<file path="src/ptm_pkg.sv">
// package for the 10-bit periodic timer core: register map, fields, modes
// assumes a byte-wide register port and a single system clock
package ptm_pkg;
   localparam int CNT_W = 10;
   localparam logic [2:0] ADDR_CTRL0 = 3'h0;
   localparam logic [2:0] ADDR_CTRL1 = 3'h1;
   localparam logic [2:0] ADDR_CNT_LO = 3'h2;
   localparam logic [2:0] ADDR_CNT_HI = 3'h3;
   localparam logic [2:0] ADDR_CMPA_LO = 3'h4;
   localparam logic [2:0] ADDR_CMPA_HI = 3'h5;
   localparam logic [2:0] ADDR_CMPP_LO = 3'h6;
   localparam logic [2:0] ADDR_CMPP_HI = 3'h7;
   localparam logic [7:0] CTRL0_RESET = 8'h00;
   localparam logic [7:0] CTRL1_RESET = 8'h00;
   localparam int CTRL0_PAUSE_BIT = 7;
   localparam int CTRL0_ON_BIT = 3;
   localparam logic [7:0] CTRL0_WMASK = 8'hf8;
   localparam logic [1:0] MODE_COMPARE = 2'h0;
   localparam logic [1:0] MODE_CAPTURE = 2'h1;
   localparam logic [1:0] MODE_PWM = 2'h2;
   localparam logic [1:0] MODE_TIMER = 2'h3;
   localparam logic [1:0] OUTF_NONE = 2'h0;
   localparam logic [1:0] OUTF_LOW = 2'h1;
   localparam logic [1:0] OUTF_HIGH = 2'h2;
   localparam logic [1:0] OUTF_TOGGLE = 2'h3;
   localparam logic [2:0] CKS_SYS4 = 3'h0;
   localparam logic [2:0] CKS_SYS = 3'h1;
   localparam logic [2:0] CKS_H16 = 3'h2;
   localparam logic [2:0] CKS_H64 = 3'h3;
   localparam logic [2:0] CKS_TB0 = 3'h4;
   localparam logic [2:0] CKS_TB1 = 3'h5;
   localparam logic [2:0] CKS_EXT_RISE = 3'h6;
   localparam logic [2:0] CKS_EXT_FALL = 3'h7;
   localparam logic [5:0] PRESC_MAX = 6'h3f;
endpackage

</file>
<file path="src/ptm_core.sv">
// 10-bit periodic timer core: counter, comparators A and P, control regs
// assumes byte register port, sys clock CLK; high clock ticks from CLK_H_TICK
//
// The register addresses and the address-and-strobe port were left to the implementer.
`timescale 1ns/1ps
// Function
// - 10-bit up counter, selectable clock source
// - comparators A and P against counter
// - software clears counter only via on rising
// - auto clear on overflow or selected match
// - interrupt request on every match or overflow clear and on capture, not on the on-rising clear
// - pause bit holds counter, resumes later
// - clock select field picks count clock
// - on rising clears, falling keeps value
// - on cleared stops counter, powers down
// - compare mode: on rising restores initial level
// - mode field selects operating mode
// - timer/counter mode output fixed low
// - counter readable as low/high byte pair
// - compare A and P read/write byte pairs
// - control 0 bits 2..0 read zero
// - two input pins, two output pins
// - compare mode output function on A match
// - clear select picks A or P/overflow in compare and timer modes
// - output control bit sets initial/active level
// - polarity bit inverts output except timer mode
module ptm_core
   import ptm_pkg::*;
(
   input wire logic CLK,
   input wire logic RST_N,
   input wire logic [2:0] ADDR,
   input wire logic [7:0] WDATA,
   input wire logic WR,
   input wire logic RD,
   output logic [7:0] RDATA,
   input wire logic CLK_H_TICK,
   input wire logic TB_TICK,
   input wire logic EXT_CLK,
   input wire logic CAPTURE_IN,
   output logic OUT,
   output logic OUT_N,
   output logic IRQ,
   output logic POWER_ON
);
   import ptm_pkg::*;

   logic [7:0] ctrl0;
   logic [7:0] ctrl1;
   logic [CNT_W-1:0] count;
   logic [CNT_W-1:0] cmp_a;
   logic [CNT_W-1:0] cmp_p;
   logic on_d;
   logic [2:0] ext_sync;
   logic [1:0] cap_sync;
   logic [1:0] sys_div;
   logic [5:0] h_div;
   logic out_lvl;
   logic tick;
   logic on_rise;
   logic match_a;
   logic match_p;
   logic overflow;
   logic clear_now;
   logic counting;
   logic cap_edge;
   logic [1:0] mode;
   logic [1:0] outf;
   logic [2:0] cks;
   logic pwm_lvl;
   logic hit_a;
   logic hit_p;
   logic clear_by_a;

   assign mode = ctrl1[7:6];
   assign outf = ctrl1[5:4];
   assign cks = ctrl0[6:4];
   assign on_rise = ctrl0[CTRL0_ON_BIT] & ~on_d;
   assign counting = ctrl0[CTRL0_ON_BIT] & ~ctrl0[CTRL0_PAUSE_BIT];
   assign POWER_ON = ctrl0[CTRL0_ON_BIT];

   // register port
   always_ff @(posedge CLK) begin
      if (!RST_N) begin
         ctrl0 <= CTRL0_RESET;
         ctrl1 <= CTRL1_RESET;
      end else if (WR) begin
         if (ADDR == ADDR_CTRL0) begin
            ctrl0 <= WDATA & CTRL0_WMASK;
         end
         if (ADDR == ADDR_CTRL1) begin
            ctrl1 <= WDATA;
         end
      end
   end

   // capture into compare A wins over a same-cycle software write
   always_ff @(posedge CLK) begin
      if (!RST_N) begin
         cmp_a <= '0;
         cmp_p <= '0;
      end else begin
         if (WR && ADDR == ADDR_CMPA_LO) begin
            cmp_a[7:0] <= WDATA;
         end
         if (WR && ADDR == ADDR_CMPA_HI) begin
            cmp_a[9:8] <= WDATA[1:0];
         end
         if (WR && ADDR == ADDR_CMPP_LO) begin
            cmp_p[7:0] <= WDATA;
         end
         if (WR && ADDR == ADDR_CMPP_HI) begin
            cmp_p[9:8] <= WDATA[1:0];
         end
         if (cap_edge) begin
            cmp_a <= count;
         end
      end
   end

   always_ff @(posedge CLK) begin
      if (!RST_N) begin
         RDATA <= 8'h00;
      end else if (RD) begin
         unique case (ADDR)
            ADDR_CTRL0: RDATA <= ctrl0;
            ADDR_CTRL1: RDATA <= ctrl1;
            ADDR_CNT_LO: RDATA <= count[7:0];
            ADDR_CNT_HI: RDATA <= {6'h00, count[9:8]};
            ADDR_CMPA_LO: RDATA <= cmp_a[7:0];
            ADDR_CMPA_HI: RDATA <= {6'h00, cmp_a[9:8]};
            ADDR_CMPP_LO: RDATA <= cmp_p[7:0];
            ADDR_CMPP_HI: RDATA <= {6'h00, cmp_p[9:8]};
         endcase
      end else begin
         RDATA <= 8'h00;
      end
   end

   // pins pass two flops; the third stage is only for edge detection
   always_ff @(posedge CLK) begin
      if (!RST_N) begin
         ext_sync <= 3'h0;
         cap_sync <= 2'h0;
         on_d <= 1'b0;
      end else begin
         ext_sync <= {ext_sync[1:0], EXT_CLK};
         cap_sync <= {cap_sync[0], CAPTURE_IN};
         on_d <= ctrl0[CTRL0_ON_BIT];
      end
   end

   logic cap_d;
   always_ff @(posedge CLK) begin
      if (!RST_N) begin
         cap_d <= 1'b0;
      end else begin
         cap_d <= ctrl1[1] ? ext_sync[1] : cap_sync[1];
      end
   end

   logic cap_now;
   assign cap_now = ctrl1[1] ? ext_sync[1] : cap_sync[1];
   always_comb begin
      cap_edge = 1'b0;
      if (mode == MODE_CAPTURE && ctrl0[CTRL0_ON_BIT]) begin
         unique case (outf)
            2'h0: cap_edge = cap_now & ~cap_d;
            2'h1: cap_edge = ~cap_now & cap_d;
            2'h2: cap_edge = cap_now ^ cap_d;
            2'h3: cap_edge = 1'b0;
         endcase
      end
   end

   // prescalers clear and stay at zero while off to save power
   always_ff @(posedge CLK) begin
      if (!RST_N || !ctrl0[CTRL0_ON_BIT]) begin
         sys_div <= 2'h0;
         h_div <= 6'h00;
      end else begin
         sys_div <= sys_div + 2'h1;
         if (CLK_H_TICK) begin
            h_div <= h_div + 6'h01;
         end
      end
   end

   always_comb begin
      unique case (cks)
         CKS_SYS4: tick = (sys_div == 2'h3);
         CKS_SYS: tick = 1'b1;
         CKS_H16: tick = CLK_H_TICK & (h_div[3:0] == 4'hf);
         CKS_H64: tick = CLK_H_TICK & (h_div == PRESC_MAX);
         CKS_TB0, CKS_TB1: tick = TB_TICK;
         CKS_EXT_RISE: tick = ext_sync[1] & ~ext_sync[2];
         CKS_EXT_FALL: tick = ~ext_sync[1] & ext_sync[2];
      endcase
   end

   assign match_a = (count == cmp_a);
   assign match_p = (count == cmp_p);
   assign overflow = (count == {CNT_W{1'b1}});
   // a zero compare value runs the counter to the top; letting it match
   // would pin a freshly cleared counter at zero
   assign hit_a = (cmp_a == '0) ? overflow : match_a;
   assign hit_p = (cmp_p == '0) ? overflow : match_p;
   // pwm and capture always clear on P
   assign clear_by_a = ctrl1[0] && mode != MODE_PWM && mode != MODE_CAPTURE;
   always_comb begin
      if (clear_by_a) begin
         clear_now = hit_a;
      end else begin
         clear_now = hit_p;
      end
   end

   always_ff @(posedge CLK) begin
      if (!RST_N) begin
         count <= '0;
      end else if (on_rise) begin
         count <= '0;
      end else if (counting && tick) begin
         if (clear_now) begin
            count <= '0;
         end else begin
            count <= count + 10'h001;
         end
      end
   end

   always_ff @(posedge CLK) begin
      if (!RST_N) begin
         IRQ <= 1'b0;
      end else begin
         IRQ <= (counting && tick && clear_now && !on_rise) || cap_edge;
      end
   end

   // pwm level is active while count below duty value
   assign pwm_lvl = (count < cmp_a) ? ctrl1[3] : ~ctrl1[3];

   always_ff @(posedge CLK) begin
      if (!RST_N) begin
         out_lvl <= 1'b0;
      end else if (on_rise && mode == MODE_COMPARE) begin
         out_lvl <= ctrl1[3];
      end else if (mode == MODE_COMPARE && counting && tick && match_a && cmp_a != '0) begin
         unique case (outf)
            OUTF_NONE: out_lvl <= out_lvl;
            OUTF_LOW: out_lvl <= 1'b0;
            OUTF_HIGH: out_lvl <= 1'b1;
            OUTF_TOGGLE: out_lvl <= ~out_lvl;
         endcase
      end else if (mode == MODE_PWM) begin
         unique case (outf)
            2'h0: out_lvl <= ~ctrl1[3];
            2'h1: out_lvl <= ctrl1[3];
            default: out_lvl <= ctrl0[CTRL0_ON_BIT] ? pwm_lvl : ~ctrl1[3];
         endcase
      end else if (mode == MODE_TIMER) begin
         out_lvl <= 1'b0;
      end
   end

   // timer mode drives a fixed low; polarity ignored there
   always_comb begin
      if (mode == MODE_TIMER) begin
         OUT = 1'b0;
      end else begin
         OUT = out_lvl ^ ctrl1[2];
      end
      OUT_N = ~OUT;
   end

   // helper for the long-pause check: the value the counter must keep
   logic pause_d;
   logic [CNT_W-1:0] held_count;
   always_ff @(posedge CLK) begin
      if (!RST_N) begin
         pause_d <= 1'b0;
         held_count <= '0;
      end else begin
         pause_d <= ctrl0[CTRL0_PAUSE_BIT];
         if (on_rise) begin
            held_count <= '0;
         end else if (ctrl0[CTRL0_PAUSE_BIT] && !pause_d) begin
            held_count <= count;
         end
      end
   end

   a_on_rise_clears: assert property (@(posedge CLK) disable iff (!RST_N)
      on_rise |=> count == '0)
      else $error("count not cleared on enable");
   a_count_ro: assert property (@(posedge CLK) disable iff (!RST_N)
      WR && (ADDR == ADDR_CNT_LO || ADDR == ADDR_CNT_HI) && !counting && !on_rise
      |=> $stable(count))
      else $error("count changed by a write");
   a_pause_holds: assert property (@(posedge CLK) disable iff (!RST_N)
      ctrl0[CTRL0_PAUSE_BIT] && !on_rise |=> $stable(count))
      else $error("count moved in pause");
   a_pause_long: assert property (@(posedge CLK) disable iff (!RST_N)
      pause_d |-> count == held_count)
      else $error("count drifted during pause");
   a_off_holds: assert property (@(posedge CLK) disable iff (!RST_N)
      !ctrl0[CTRL0_ON_BIT] && on_d |=> $stable(count))
      else $error("count moved while off");
   a_off_frozen: assert property (@(posedge CLK) disable iff (!RST_N)
      !ctrl0[CTRL0_ON_BIT] |=> $stable(count))
      else $error("count moved in off state");

   a_clear_irq: assert property (@(posedge CLK) disable iff (!RST_N)
      counting && tick && clear_now && !on_rise |=> IRQ && count == '0)
      else $error("clear without irq");
   a_capture_irq: assert property (@(posedge CLK) disable iff (!RST_N)
      cap_edge |=> IRQ)
      else $error("capture without irq");
   a_count_step: assert property (@(posedge CLK) disable iff (!RST_N)
      counting && tick && !clear_now && !on_rise |=> count == $past(count) + 10'h001)
      else $error("bad increment");
   a_match_p_clears: assert property (@(posedge CLK) disable iff (!RST_N)
      counting && tick && !on_rise && !clear_by_a && cmp_p != '0 && match_p
      |=> count == '0 && IRQ)
      else $error("P match did not clear");
   a_match_a_clears: assert property (@(posedge CLK) disable iff (!RST_N)
      counting && tick && !on_rise && clear_by_a && cmp_a != '0 && match_a
      |=> count == '0 && IRQ)
      else $error("A match did not clear");
   a_zero_p_runs: assert property (@(posedge CLK) disable iff (!RST_N)
      counting && tick && !on_rise && !clear_by_a && cmp_p == '0 && count == '0
      |=> count == 10'h001)
      else $error("zero P stopped the count");
   a_overflow_wrap: assert property (@(posedge CLK) disable iff (!RST_N)
      counting && tick && !on_rise && !clear_by_a && cmp_p == '0 && overflow
      |=> count == '0 && IRQ)
      else $error("overflow did not clear");

   a_sys4_rate: assert property (@(posedge CLK) disable iff (!RST_N)
      cks == CKS_SYS4 && tick |=> !tick || cks != $past(cks))
      else $error("quarter clock ticked twice");
   a_ext_single: assert property (@(posedge CLK) disable iff (!RST_N)
      (cks == CKS_EXT_RISE || cks == CKS_EXT_FALL) && tick |=> !tick || cks != $past(cks))
      else $error("pin edge counted twice");

   a_ctrl0_low_zero: assert property (@(posedge CLK) disable iff (!RST_N)
      ctrl0[2:0] == 3'h0)
      else $error("ctrl0 low bits set");
   a_ctrl1_write: assert property (@(posedge CLK) disable iff (!RST_N)
      WR && ADDR == ADDR_CTRL1 |=> ctrl1 == $past(WDATA))
      else $error("ctrl1 write lost");
   a_capture_latch: assert property (@(posedge CLK) disable iff (!RST_N)
      cap_edge |=> cmp_a == $past(count))
      else $error("capture did not latch count");
   a_init_level: assert property (@(posedge CLK) disable iff (!RST_N)
      on_rise && mode == MODE_COMPARE |=> out_lvl == $past(ctrl1[3]))
      else $error("bad init level");
   a_out_set: assert property (@(posedge CLK) disable iff (!RST_N)
      mode == MODE_COMPARE && counting && tick && !on_rise && match_a && cmp_a != '0
      && (outf == OUTF_LOW || outf == OUTF_HIGH) |=> out_lvl == $past(outf[1]))
      else $error("match did not set output");
   a_out_toggle: assert property (@(posedge CLK) disable iff (!RST_N)
      mode == MODE_COMPARE && counting && tick && !on_rise && match_a && cmp_a != '0
      && outf == OUTF_TOGGLE |=> out_lvl != $past(out_lvl))
      else $error("match did not toggle output");
   a_out_pair: assert property (@(posedge CLK) disable iff (!RST_N)
      OUT_N == ~OUT)
      else $error("output pair not complementary");
   a_cnt_read: assert property (@(posedge CLK) disable iff (!RST_N)
      RD && ADDR == ADDR_CNT_HI |=> RDATA[7:2] == 6'h00)
      else $error("count high not masked");
   a_cmp_hi_read: assert property (@(posedge CLK) disable iff (!RST_N)
      RD && (ADDR == ADDR_CMPA_HI || ADDR == ADDR_CMPP_HI) |=> RDATA[7:2] == 6'h00)
      else $error("compare high not masked");
   a_cmpp_write: assert property (@(posedge CLK) disable iff (!RST_N)
      WR && ADDR == ADDR_CMPP_LO |=> cmp_p[7:0] == $past(WDATA))
      else $error("compare P write lost");

   c_overflow: cover property (@(posedge CLK) disable iff (!RST_N) counting && tick && overflow);
   c_match_a: cover property (@(posedge CLK) disable iff (!RST_N) counting && tick && match_a);
   c_capture: cover property (@(posedge CLK) disable iff (!RST_N) cap_edge);
   c_ext_tick: cover property (@(posedge CLK) disable iff (!RST_N) cks == CKS_EXT_FALL && tick);
   c_pwm_period: cover property (@(posedge CLK) disable iff (!RST_N)
      mode == MODE_PWM && counting && tick && clear_now);
endmodule

</file>
<file path="config.mk">
export PLATFORM = sky130hd
export DESIGN_NAME = ptm_core
export DESIGN_NICKNAME = d
export VERILOG_FILES = /design/src/ptm_pkg.sv /design/src/ptm_core.sv
export SDC_FILE = /design/constraint.sdc
export NUM_CORES = 1
export LEC_CHECK = 0
export BUFFER_PORTS_ARGS = -buffer_cell sky130_fd_sc_hd__buf_4
export CAP_MARGIN = 20
export CORE_ASPECT_RATIO = 0.75
export CORE_UTILIZATION = 50
export DETAILED_ROUTE_END_ITERATION = 12
export GPL_ROUTABILITY_DRIVEN = 0
export HOLD_SLACK_MARGIN = 0.1
export PLACE_DENSITY_LB_ADDON = 0.05
export SLEW_MARGIN = 25
export SYNTH_ARGS = -nofsm -noshare
export SYNTH_HDL_FRONTEND = slang
export SYNTH_SLANG_ARGS = --single-unit
</file>
<file path="constraint.sdc">
create_clock -name CLK -period 2.45 [get_ports CLK]
set_clock_uncertainty 0.2 [all_clocks]
set_input_delay 0.3675 -clock CLK [delete_from_list [all_inputs] [get_ports CLK]]
set_output_delay 0.3675 -clock CLK [all_outputs]
set_load 0.005 [all_outputs]
</file>
### After elaboration in Yosys (flattened, before gate mapping)

Cells that the tools add are included.

| word-level totals | value |
|---|---|
| output and inout port bits | 12 |
| bits of input ports | 19 |
| logic and storage cells | 126 |
| register bits after elaboration | 68 |

| operators by class | value |
|---|---|
| magnitude comparators | 1 |
| reduce and logical (&&, ||, !) cells | 36 |
| equality and inequality tests | 29 |
| multiplexer cells | 21 |
| add/sub/neg operators | 3 |
| bitwise operators | 20 |

Operator list:

| kind | number |
|---|---|
| one-hot mux 8 bit (8 select lines) | 1 |
| equality test 3 bit (second input constant) | 8 |
| equality test 10 bit | 2 |
| logical NOT 10 bit | 2 |
| two-way mux 10 bit | 2 |
| logical AND 1 bit | 15 |
| equality test 3 x 2 -> 1 bit (second input constant) | 4 |
| two-way mux 1 bit | 12 |
| adder 10 x 1 -> 10 bit (second input constant) | 1 |
| equality test 10 bit (second input constant) | 1 |
| equality test 2 bit (second input constant) | 5 |
| less-than comparator 10 bit | 1 |
| NOT 1 bit | 10 |
| nonzero test 10 bit | 1 |
| AND 1 bit | 8 |
| two-way mux 8 bit | 1 |
| AND reduction 2 bit | 4 |
| one-hot mux 1 bit (7 select lines) | 1 |
| adder 6 x 1 -> 6 bit (second input constant) | 1 |
| equality test 3 x 1 -> 1 bit (second input constant) | 2 |
| equality test 6 bit (second input constant) | 1 |
| logical NOT 3 bit | 2 |
| equality test 2 x 1 -> 1 bit (second input constant) | 2 |
| equality test 4 bit (second input constant) | 1 |
| 15 further kinds | 22 |

### Longest topological paths before layout

Gate-level depths: netlist of run 1.

| logic depth | value |
|---|---|
| depth in word-level cells | 8 |
| depth in mapped cells | 9 |
| gate-level depth less buffers | 8 |

### Least setup slack after synthesis of run 1

No wires, ideal clock.

| timing path | value |
|---|---|
| path kind | register to register |
| from | register cmp_p[5] |
| to | register count[9] |
| cell stages (with the launch flop) | 7 |
| setup time | 0.073 ns |
| setup slack | 0.143 ns |
| required time | 2.177 ns |
| clock period less this slack | 2.307 ns |
| arrival time | 2.034 ns |
| path buffers | 0 |
| path through | dfxtp_1 or4_1 o32a_1 or3_4 nand3_4 or3b_1 o211ai_2 |

| between the ends | value |
|---|---|
| cells in the longest elaborated chain, start to end | 4 |
| elaborated cells on any way between the ends | 5 |
| those cells by class | eq/ne: 1; mux: 3; reduce/logical: 1 |

Ends and longest elaborated chain:

| item | line | source |
|---|---|---|
| from (decl) | ptm_core.sv:52 | `logic [CNT_W-1:0] cmp_p;` |
| from (signal assigned) | ptm_core.sv:101 | `cmp_p <= '0;` |
| from (signal assigned) | ptm_core.sv:110 | `cmp_p[7:0] <= WDATA;` |
| equality test 10 bit / logical NOT 10 bit (equally long branches) | ptm_core.sv:202, ptm_core.sv:207 |  |
| two-way mux 1 bit (*) | ptm_core.sv:207 | `assign hit_p = (cmp_p == '0) ? overflow : match_p;` |
| two-way mux 1 bit (*) | ptm_core.sv:211 | `if (clear_by_a) begin` |
| two-way mux 10 bit (*) | ptm_core.sv:224 | `if (clear_now) begin` |
| to (signal assigned) | ptm_core.sv:227 | `count <= count + 10'h001;` |
| to (decl) | ptm_core.sv:50 | `logic [CNT_W-1:0] count;` |

Mark *: on every way between the ends. The rest lies on a longest branch, timed or not.
A chain may end at the register's enable or synchronous reset.

### Worst setup path in the final report of run 1

| timing path | value |
|---|---|
| from | register cmp_p[8] |
| to | register count[9] |

Same word-level chain as after synthesis.

==> results of run 1 <==
==> report_power, final <==
| group | switching [mW] | total [mW] | internal [mW] |
|---|---|---|---|
| combinational | 0.128 | 0.229 | 0.101 |
| clock | 0.431 | 0.897 | 0.466 |
| sequential | 0.0164 | 1.14 | 1.12 |
==> cell families (layout without fill, tap and decap cells) <==
group                    after synthesis  after routing
flip-flops                            68             68
AO/OA/AOI/OAI                         91             91
AND/OR/NAND/NOR                      189            189
XOR/XNOR                              16             16
adder cells (fa/ha/maj)               15             15
buffers and inverters                 49             93
multiplexers                          20             20
==> sequential cells by signal, summed over array words and instances (netlist names) <==
signal,count
cap_sync,2
ctrl0,5
cmp_p,10
count,10
IRQ,1
out_lvl,1
ctrl1,8
h_div,6
cmp_a,10
RDATA,8
cap_d,1
sys_div,2
ext_sync,3
on_d,1
==> cells in the mapped netlist (2+ instances only) <==
library cell	n
a211oi_1	3
a21boi_0	17
a21o_1	2
a21oi_1	12
a221o_1	2
a221oi_1	2
a22o_1	2
a22oi_1	4
and2_1	9
and3_1	3
clkbuf_1	24
clkbuf_8	3
dfxtp_1	68
ha_1	15
inv_1	22
mux2i_1	16
mux4_2	2
nand2_1	77
nand2b_1	4
nand3_1	14
nand3b_1	3
nand4_1	13
nand4b_1	2
nor2_1	23
nor2b_1	10
nor3_1	10
nor4_1	6
o211a_1	10
o211ai_1	10
o21ai_0	16
o31ai_1	2
or3_1	4
or4_1	2
xnor2_1	11
xor2_1	5
==> worst min-delay path by stage <==
stage	end	slack, ps	cells after the start
6_report	ctrl1[7]	120	3
5_1_grt	cmp_p[5]	110	3
4_1_cts	ctrl1[7]	100	3
3_5_place_dp	sys_div[0]	220	1
3_3_place_gp	cap_sync[1]	210	1
2_1_floorplan	sys_div[0]	200	1
==> per-layer routing <==
layer	track usage, %	vias to the layer above	wire [um]
met3	7.11	11	913
li1	-	1666	-
met1	40.6	1619	4930
met4	8.43	0	134
met2	40.4	158	4220
met5	0	-	0
==> timing repair <==
action | CTS | global route
hold endpoints to repair | 4 | 0
hold buffers | 4 | 0
gates resized for setup | 0 | 0
setup endpoints to repair | 0 | 0
==> metrics by stage <==
stage                     std cells  power [mW]  cell area [um^2]  worst slack [ps]
final                           590        2.27              4360              92.7
after global routing            590        2.35              4360              17.6
after CTS                       590        2.28              4360              85.2
after detailed placement        570        1.39              4140               110
after global placement          570        1.38              4140               140
after floorplan                 448        1.29              3760               143
==> worst max-delay path, stage by stage, from the launching register on <==
cell	delay (ps)
dfxtp_1	340
or4_1	540
o32a_1	340
or3_4	360
nand3_4	70
or3b_1	360
o211ai_2	70
==> cell type report <==
cell class	count	area, um^2	area share, %
Clock buffer	11	131	3.01
Clock inverter	5	52.6	1.21
Inverter	22	82.6	1.89
Multi-Input combinational cell	331	2190	50.1
Sequential cell	68	1360	31.2
Tap cell	98	123	2.81
Timing Repair Buffer	55	423	9.70
==> metrics.md, run 1 <==
| Metric | Value |
|---|---|
| CORE AREA | 7030 um^2 |
| Worst Max-Slew Pin Slew | a little under 600 ps |
| Post-Syn Nets | between 400 and 500 |
| Register area share after synthesis | a little over a third |
| Drt total wl | 10200 um |
| Critical Path AT | between 2000 and 2500 ps |
| DP Wirelength | about 7600 um |
| Post-DRT Antenna Nets | 0 |
| Largest family of logic cells by synthesized area | simple AND/OR/NAND/NOR gates |
| N_diodes | 0 |
| Fraction of layout instances using a drive strength above 1 | 15.4% |
| Hold path start | WDATA[7] |
| Row cnt | 26 |
| Post-Synth Simple-Gate Area | about a quarter |
| CTS clk-pin slew, worst paths | 80 ps |
| Worst-Skew Late Latency | roughly 350 ps |
| Pwr/cell area | roughly 520 nW/um^2 |
| Die width | between 100 and 150 um |
| Leak Pwr | between 1.5 and 2 nW |
| Yosys cell types | 55 |
| I/O pin count | 31 |
| GR Util All Layers | approximately 28% |
| Worst setup EP type | flip-flop |
| Worst r2r src | cmp_p[8] |
| Rel. slew slack | about three fifths |
| Final min period | ~2400 ps |
| Total vias in the final route | around 3500 |
| Number of global-route vias before repair | about 3200 |
| DRT iter0 DRCs | 331 |
| Fin crit share | 96.2% |
| F_max | about 420 MHz |
| First-pass GRT wire length | ~17000 um |
| Clock buffer depth | 2 |
| Hold Vio Cnt, Final | 0 |
| DIE AREA | 7880 um^2 |
| Seq cells post-synth | 68 |
| Worst-case reg-to-reg path depth | 6 |
| CTS Sinks | roughly 70 |
| EDFF count, synth | 0 |
| Worst setup path endpoint | count[9] |
| Post-synthesis cell count | ~450 |
| Most common cell after layout, fill and taps aside | nand2_1 |
| Compound-Gate Fraction of Synth Area | around 18% |
| Setup violators final | 0 |
| Slew Viols, Final | 0 |
| Setup Fix Bufs, Post-CTS | 0 |
| Hold WC Path Type | in2reg |
| Die Ht | between 70 and 80 um |
| GR Overflow Total | 0 |
| WL/cell | 17.3 um |
| RR Endpoint | count[9] |
| H-tree depth | 3 |
| Max Cap Viol | 0 |
| Main area contributors after synthesis | dfxtp_1 (36%), nand2_1 (7.7%), ha_1 (5.0%) |
| Critical path launch point type | flip-flop |
| Worst Path Max Fanout | 4 |
| R2r setup slk | about 93 ps |
| Largest net degree at the start of global routing | 44 |
| WS Path Type | reg2reg |
| Ys flop type | dfxtp_1 |
| RSZ-0062 raised after global routing | false |
| Top cell type's share of synthesized area | between 30% and 40% |
| Worst VDD drop | 0.335 mV |
| # nets final | 521 |
| Mapped Area | around 3800 um^2 |
| Initial Util | between 50% and 60% |
| Total CTS buffers | 9 |
| Hold Slack | around 120 ps |
| Post-route DRC violation count | 0 |
| Via density | 5.85 |
| Post-synthesis xor/xnor area fraction | 3.73% |
| Synth-to-Final Area Change | 15.9% |
| Synth Area in Adders | under 10% |
| Most frequent cells in the layout | nand2_1 (77), dfxtp_1 (68), buf_4 (51) |
| Worst Setup SP | cmp_p[8] |
| Initial antenna violation count | 0 |
| Synth warn | 0 |
| Post-layout util | between 60% and 70% |
| FILL cells | about 660 |
| CTS root buffer | clkbuf_8 |
| Syn Area/Cell | around 8.4 um^2 |
| Asr flop ratio synth | 0% |
| Port buffer count | 30 |
| Outcome | finished, final reports clean |
| Mux contribution to synthesized area | about 6.5% |
| Final TNS setup | 0 ps |
| Largest area contributor in the netlist | dfxtp_1 |
| CP required | ~2500 ps |
| DR pass1 iterations | 5 |
| CTS tree | done |
Power figures use the tool's default switching activity.
==> inputs of run 2 (changes only) <==
CELL_PAD_IN_SITES_DETAIL_PLACEMENT = 0   (was not set)
CELL_PAD_IN_SITES_GLOBAL_PLACEMENT = 1   (was not set)
CORE_UTILIZATION = 41   (was 50)
==> metrics.md, run 2 (synthesized netlist as in run 1, its figures left out) <==
| Metric | Value |
|---|---|
| Post-DRT Antenna Nets | 0 (unchanged) |
| Outcome | finished, final reports clean |
| CP required | 2510 ps (-20 ps) |
| Setup violators final | 0 (unchanged) |
| Initial Util | 43.4% (-10 points) |
| Slew Viols, Final | 0 (unchanged) |
| Max Cap Viol | 0 (unchanged) |
| DRT iter0 DRCs | 427 (+29%) |
| Post-layout util | 51.8% (-10 points) |
| Max incr delay on CP | 520 ps (-20 ps) |
| Largest net degree at the start of global routing | 39 (-11%) |
| Worst Max-Slew Pin Slew | 587 ps (+4.03 ps) |
| Slowest CP cell | or4_1 |
| Final min period | 2410 ps (+51.6 ps) |
| I/O pin count | 31 (unchanged) |
| GR Overflow Total | 0 (unchanged) |
| DIE AREA | 9560 um^2 (+21%) |
| CTS tree | done |
| H-tree depth | 3 (unchanged) |
| CORE AREA | 8670 um^2 (+23%) |
| Via density | 5.60 (-4.4%) |
| Drt total wl | 11000 um (+7.8%) |
| Total power | 2.70 mW (+19%) |
| DP Wirelength | 8130 um (+7.6%) |
| Worst setup EP type | flip-flop |
| Leak Pwr | 1.83 nW (+3.4%) |
| Most common cell after layout, fill and taps aside | nand2_1 |
| WS Path Type | reg2reg |
| Pwr/cell area | 601 nW/um^2 (+16%) |
| Total CTS buffers | 9 (unchanged) |
| Total vias in the final route | 3359 (-2.8%) |
| Port buffer count | 30 (unchanged) |
| Pre-CTS WS | 66.5 ps (-43.2 ps) |
| RSZ-0062 raised after global routing | false |
| Fraction of layout instances using a drive strength above 1 | 16.3% (+0.81 points) |
| Worst VDD drop | 0.354 mV (+5.8%) |
| Most frequent cells in the layout | nand2_1 (77), dfxtp_1 (68), buf_4 (53) |
| Rel. slew slack | 60.5% (-0.27 points) |
| Die width | 113 um (+10%) |
| Worst Path Buf+Inv | 0 (unchanged) |
| Post-route DRC violation count | 0 (unchanged) |
| Hold Vio Cnt, Final | 0 (unchanged) |
| Die Ht | 84.9 um (+10%) |
| F_max | 415 MHz (-2.1%) |
| Setup Fix Bufs, Post-CTS | 0 (unchanged) |
| Clock buffer depth | 2 (unchanged) |
| First-pass GRT wire length | 17400 um (+4.8%) |
| Synth-to-Final Area Change | 19.4% |
| Critical path launch point type | flip-flop |
| Critical Path AT | 2470 ps (+40 ps) |
| DR pass1 iterations | 5 (unchanged) |
| WL/cell | 18.3 um (+6.0%) |
| Final TNS setup | 0 ps (unchanged) |
| Worst-Skew Late Latency | 340 ps (about the same) |
| Hold WC Path Type | in2reg |
| # nets final | 521 (unchanged) |
| Initial antenna violation count | 0 (unchanged) |
| CTS Sinks | 68 (unchanged) |
| Worst Path Max Fanout | 4 (unchanged) |
| GR Util All Layers | 24.2% (-3.8 points) |
| N_diodes | 0 (unchanged) |
| Fin crit share | 98.3% (+2.1 points) |
| Number of global-route vias before repair | 3091 (-2.7%) |
| Largest registers | cmp_a (10), cmp_p (10), count (10) |
| Hold Slack | 112 ps (-4.27 ps) |
| CTS clk-pin slew, worst paths | 60 ps (-20 ps) |
| Worst path cell trace | or4_1 > o32a_1 > or3_4 > nand3_4 > or3b_4 > o211ai_2 |
| CTS root buffer | clkbuf_16 |
| Final setup margin | 41.0 ps (-51.6 ps) |
| Row cnt | 29 (+12%) |
| Delay-heaviest family, CP | simple AND/OR/NAND/NOR gates |
run 2: cell types whose count changed in the layout (fill, tap and decap cells not counted), sizes merged:
| cell | previous run | this run |
|---|---|---|
| clkinv | 3 | 4 |
| dlygate4sd3 | 4 | 2 |
| buf | 51 | 53 |
| clkinvlp | 1 | 0 |
run 2: worst min-delay path: stages:
cell,delay (ps)
buf_4,110
xnor2_1,60
nor2_1,70
run 2: metrics by stage:
stage,cell area [um^2],std cells
3_3_place_gp,4160,582
3_5_place_dp,4160,582
2_1_floorplan,3760,448
6_report,4490,600
4_1_cts,4490,600
5_1_grt,4490,600
run 2: worst paths after layout:
| kind | start | to | slack (ps) | cells past startpoint |
|---|---|---|---|---|
| max reg2reg | cmp_p[5] | count[9] | 40 | 6 |
| min reg2reg | sys_div[0] | sys_div[0] | 220 | 1 |
| min | CLK_H_TICK | h_div[0] | 110 | 3 |
| max | cmp_p[5] | count[9] | 40 | 6 |
run 2: area by class of cell:
cell class / instances / area (um^2)
clock buffers: 11 / 243
clock inverters: 5 / 61.3
fillers: 828 / 4180
inverters: 22 / 82.6
multi-input cells: 331 / 2190
flip-flops and latches: 68 / 1360
well taps: 108 / 135
repair buffers: 55 / 418
run 2: layer usage:
layer	up-vias	wire, um	GRT usage, %
li1	1669	-	-
met2	89	4580	33.8
met3	10	701	5.64
met4	0	114	7.03
met5	-	0	0
met1	1591	5600	36.6
run 2: repair_timing:
| item | CTS | global route |
|---|---|---|
| endpoints found under the setup margin | 0 | 2 |
| hold buffers | 2 | 0 |
| hold endpoints to repair | 2 | 0 |
| gates resized for setup | 0 | 2 |
run 2: where the power goes:
group | leakage (nW) | switching, mW | internal, mW | total (mW)
Sequential | 0.550 | 0.0157 | 1.12 | 1.14
Combinational | 1.13 | 0.131 | 0.101 | 0.232
Clock | 0.150 | 0.508 | 0.819 | 1.33
==> inputs of run 3 (changes only) <==
CORE_MARGIN = 2   (was not set)
CORE_UTILIZATION = 45   (was 41)
clock period = 2.3 ns   (was 2.45 ns; I/O delays follow)
==> metrics.md, run 3 (synthesized netlist as in run 1, its figures left out) <==
| Metric | Value |
|---|---|
| Outcome | complete, but fails checks |
| Failing checks | negative setup slack |
| Total CTS buffers | 9 (unchanged) |
| Pre-CTS WS | -30.4 ps (-96.9 ps) |
| Worst-case reg-to-reg path depth | 6 (unchanged) |
| Synth-to-Final Area Change | 22.2% |
| Combinational power share | 11.3% (+2.7 points) |
| CTS clk-pin slew, worst paths | 80 ps (+20 ps) |
| Largest registers | cmp_a (10), cmp_p (10), count (10) |
| Drt total wl | 10800 um (-1.8%) |
| P_int | 1.72 mW (-16%) |
| WL/cell | 17.5 um (-4.5%) |
| Final TNS setup | -110 ps (-110 ps) |
| Initial antenna violation count | 0 (unchanged) |
| Pwr/cell area | 515 nW/um^2 (-14%) |
| Max Cap Viol | 0 (unchanged) |
| Hold Vio Cnt, Final | 0 (unchanged) |
| CTS root buffer | clkbuf_8 |
| Sw power | 652 uW (-0.40%) |
| Worst-Skew Late Latency | 360 ps (+20 ps) |
| Clock Power Share | 37.5% (-12 points) |
| Critical Path AT | 2460 ps (about the same) |
| Fin crit share | 103% (+4.5 points) |
| Via density | 5.71 (+2.0%) |
| FILL cells | 739 (-11%) |
| Rel. slew slack | 63.5% (+3.0 points) |
| Number of global-route vias before repair | 3202 (+3.6%) |
| DR pass1 iterations | 5 (unchanged) |
| Die Ht | 83.2 um (-2.1%) |
| Cell Count, Final, Fillers Out | 617 (+2.8%) |
| DP Wirelength | 8090 um (-0.48%) |
| Worst VDD drop | 0.332 mV (-6.3%) |
| CTS Sinks | 68 (unchanged) |
| DIE AREA | 9110 um^2 (-4.7%) |
| Total vias in the final route | 3522 (+4.9%) |
| Leak Pwr | 1.87 nW (+2.0%) |
| Hold Slack | 228 ps (+116 ps) |
| Worst Path Max Fanout | 2 (-2) |
| Setup violators final | 3 (+3) |
| N_diodes | 0 (unchanged) |
| Die width | 110 um (-2.7%) |
| WS Path Type | reg2reg |
| H-tree depth | 3 (unchanged) |
| Worst Max-Slew Pin Slew | 543 ps (-44.1 ps) |
| Final min period | 2370 ps (-43.9 ps) |
| Post-layout util | 57.5% (+5.8 points) |
| GR Util All Layers | 25.2% (+0.96 points) |
| Slew Viols, Final | 0 (unchanged) |
| Sequential Power Share | 51.2% (+9.0 points) |
| CP required | 2390 ps (-120 ps) |
| Initial Util | 47.1% (+3.7 points) |
| I/O pin count | 31 (unchanged) |
| Post-route cell area | 4590 um^2 (+2.3%) |
| Most common cell after layout, fill and taps aside | nand2_1 |
| Clock buffer depth | 2 (unchanged) |
| Area after DPL | 4240 um^2 (+1.8%) |
| Final setup margin | -65.1 ps (-106 ps) |
| Worst setup EP type | flip-flop |
| Critical path launch point type | flip-flop |
| Fraction of layout instances using a drive strength above 1 | 19.3% (+3.1 points) |
| Port buffer count | 30 (unchanged) |
| Post-route DRC violation count | 0 (unchanged) |
| RSZ-0062 raised after global routing | true |
| F_max | 423 MHz (+1.9%) |
| Row cnt | 28 (-3.4%) |
| DRT iter0 DRCs | 290 (-32%) |
| # nets final | 541 (+3.8%) |
| Most frequent cells in the layout | nand2_1 (77), dfxtp_1 (65), buf_4 (62) |
| Placed insts | 588 (+1.0%) |
| Hold WC Path Type | reg2reg |
| Post-DRT Antenna Nets | 0 (unchanged) |
| GR Overflow Total | 0 (unchanged) |
| Worst hold stages | 1 (-2) |
| CTS tree | done |
| Total power | 2.37 mW (-12%) |
| First-pass GRT wire length | 17300 um (-0.40%) |
| Switching part of the total power | 27.5% (+3.3 points) |
| Largest net degree at the start of global routing | 39 (unchanged) |
| CORE AREA | 7990 um^2 (-7.9%) |
==> run 3: cell types whose count changed in the layout (fill, tap and decap cells not counted), moves of 3 or more <==
cell | before | now
clkbuf_8 | 1 | 9
dfxtp_2 | 0 | 3
dlygate4sd3_1 | 2 | 12
buf_4 | 53 | 62
clkbuf_16 | 9 | 0
nor4_1 | 6 | 3
dfxtp_1 | 68 | 65
==> run 3: worst paths after layout <==
path,startpoint,to,slack [ps]
setup / recovery,cmp_p[5],count[9],-70
hold / removal,sys_div[0],sys_div[0],230
setup reg to reg,cmp_p[5],count[9],-70
hold reg to reg,sys_div[0],sys_div[0],230
==> run 3: layout make-up <==
class                      instances  area [um^2]  area share (%)
clock buffer                      11          131            2.86
timing repair buffer              75          606            13.2
sequential                        68         1370            29.7
multi-input combinational        331         2240            48.8
inverter                          22         82.6            1.80
clock inverter                     5         37.5           0.817
tap                              105          131            2.86
==> run 3: timing repair <==
item / 4_1_cts / 5_1_grt
setup buffers: 0 / 1
gates cloned: 0 / 0
hold buffers: 12 / 0
hold endpoints to repair: 25 / 0
setup endpoints to repair: 8 / 22
pin swaps: 3 / 8
resized for setup: 2 / 11
==> run 3: power groups by stage <==
stage	registers (mW)	logic [mW]	clock network (mW)
finish	1.21	0.268	0.887
global route	1.21	0.291	0.965
CTS	1.21	0.263	0.913
detailed placement	1.24	0.246	0
global placement	1.24	0.242	0
floorplan	1.23	0.142	0
==> run 3: critical path, cell delays in order, from the launching register on <==
cell	delay, ps
dfxtp_1	320
or4_4	520
o32a_1	390
or3_4	360
nand3_4	70
or3b_4	380
o211ai_2	70
==> run 3: layer usage <==
layer | wire length (um) | vias to the layer above | GRT usage [%]
met5 | 0 | - | 0
met4 | 140 | 0 | 7.83
met3 | 694 | 11 | 5.81
met2 | 4550 | 118 | 34.3
met1 | 5420 | 1688 | 38.6
li1 | - | 1705 | -
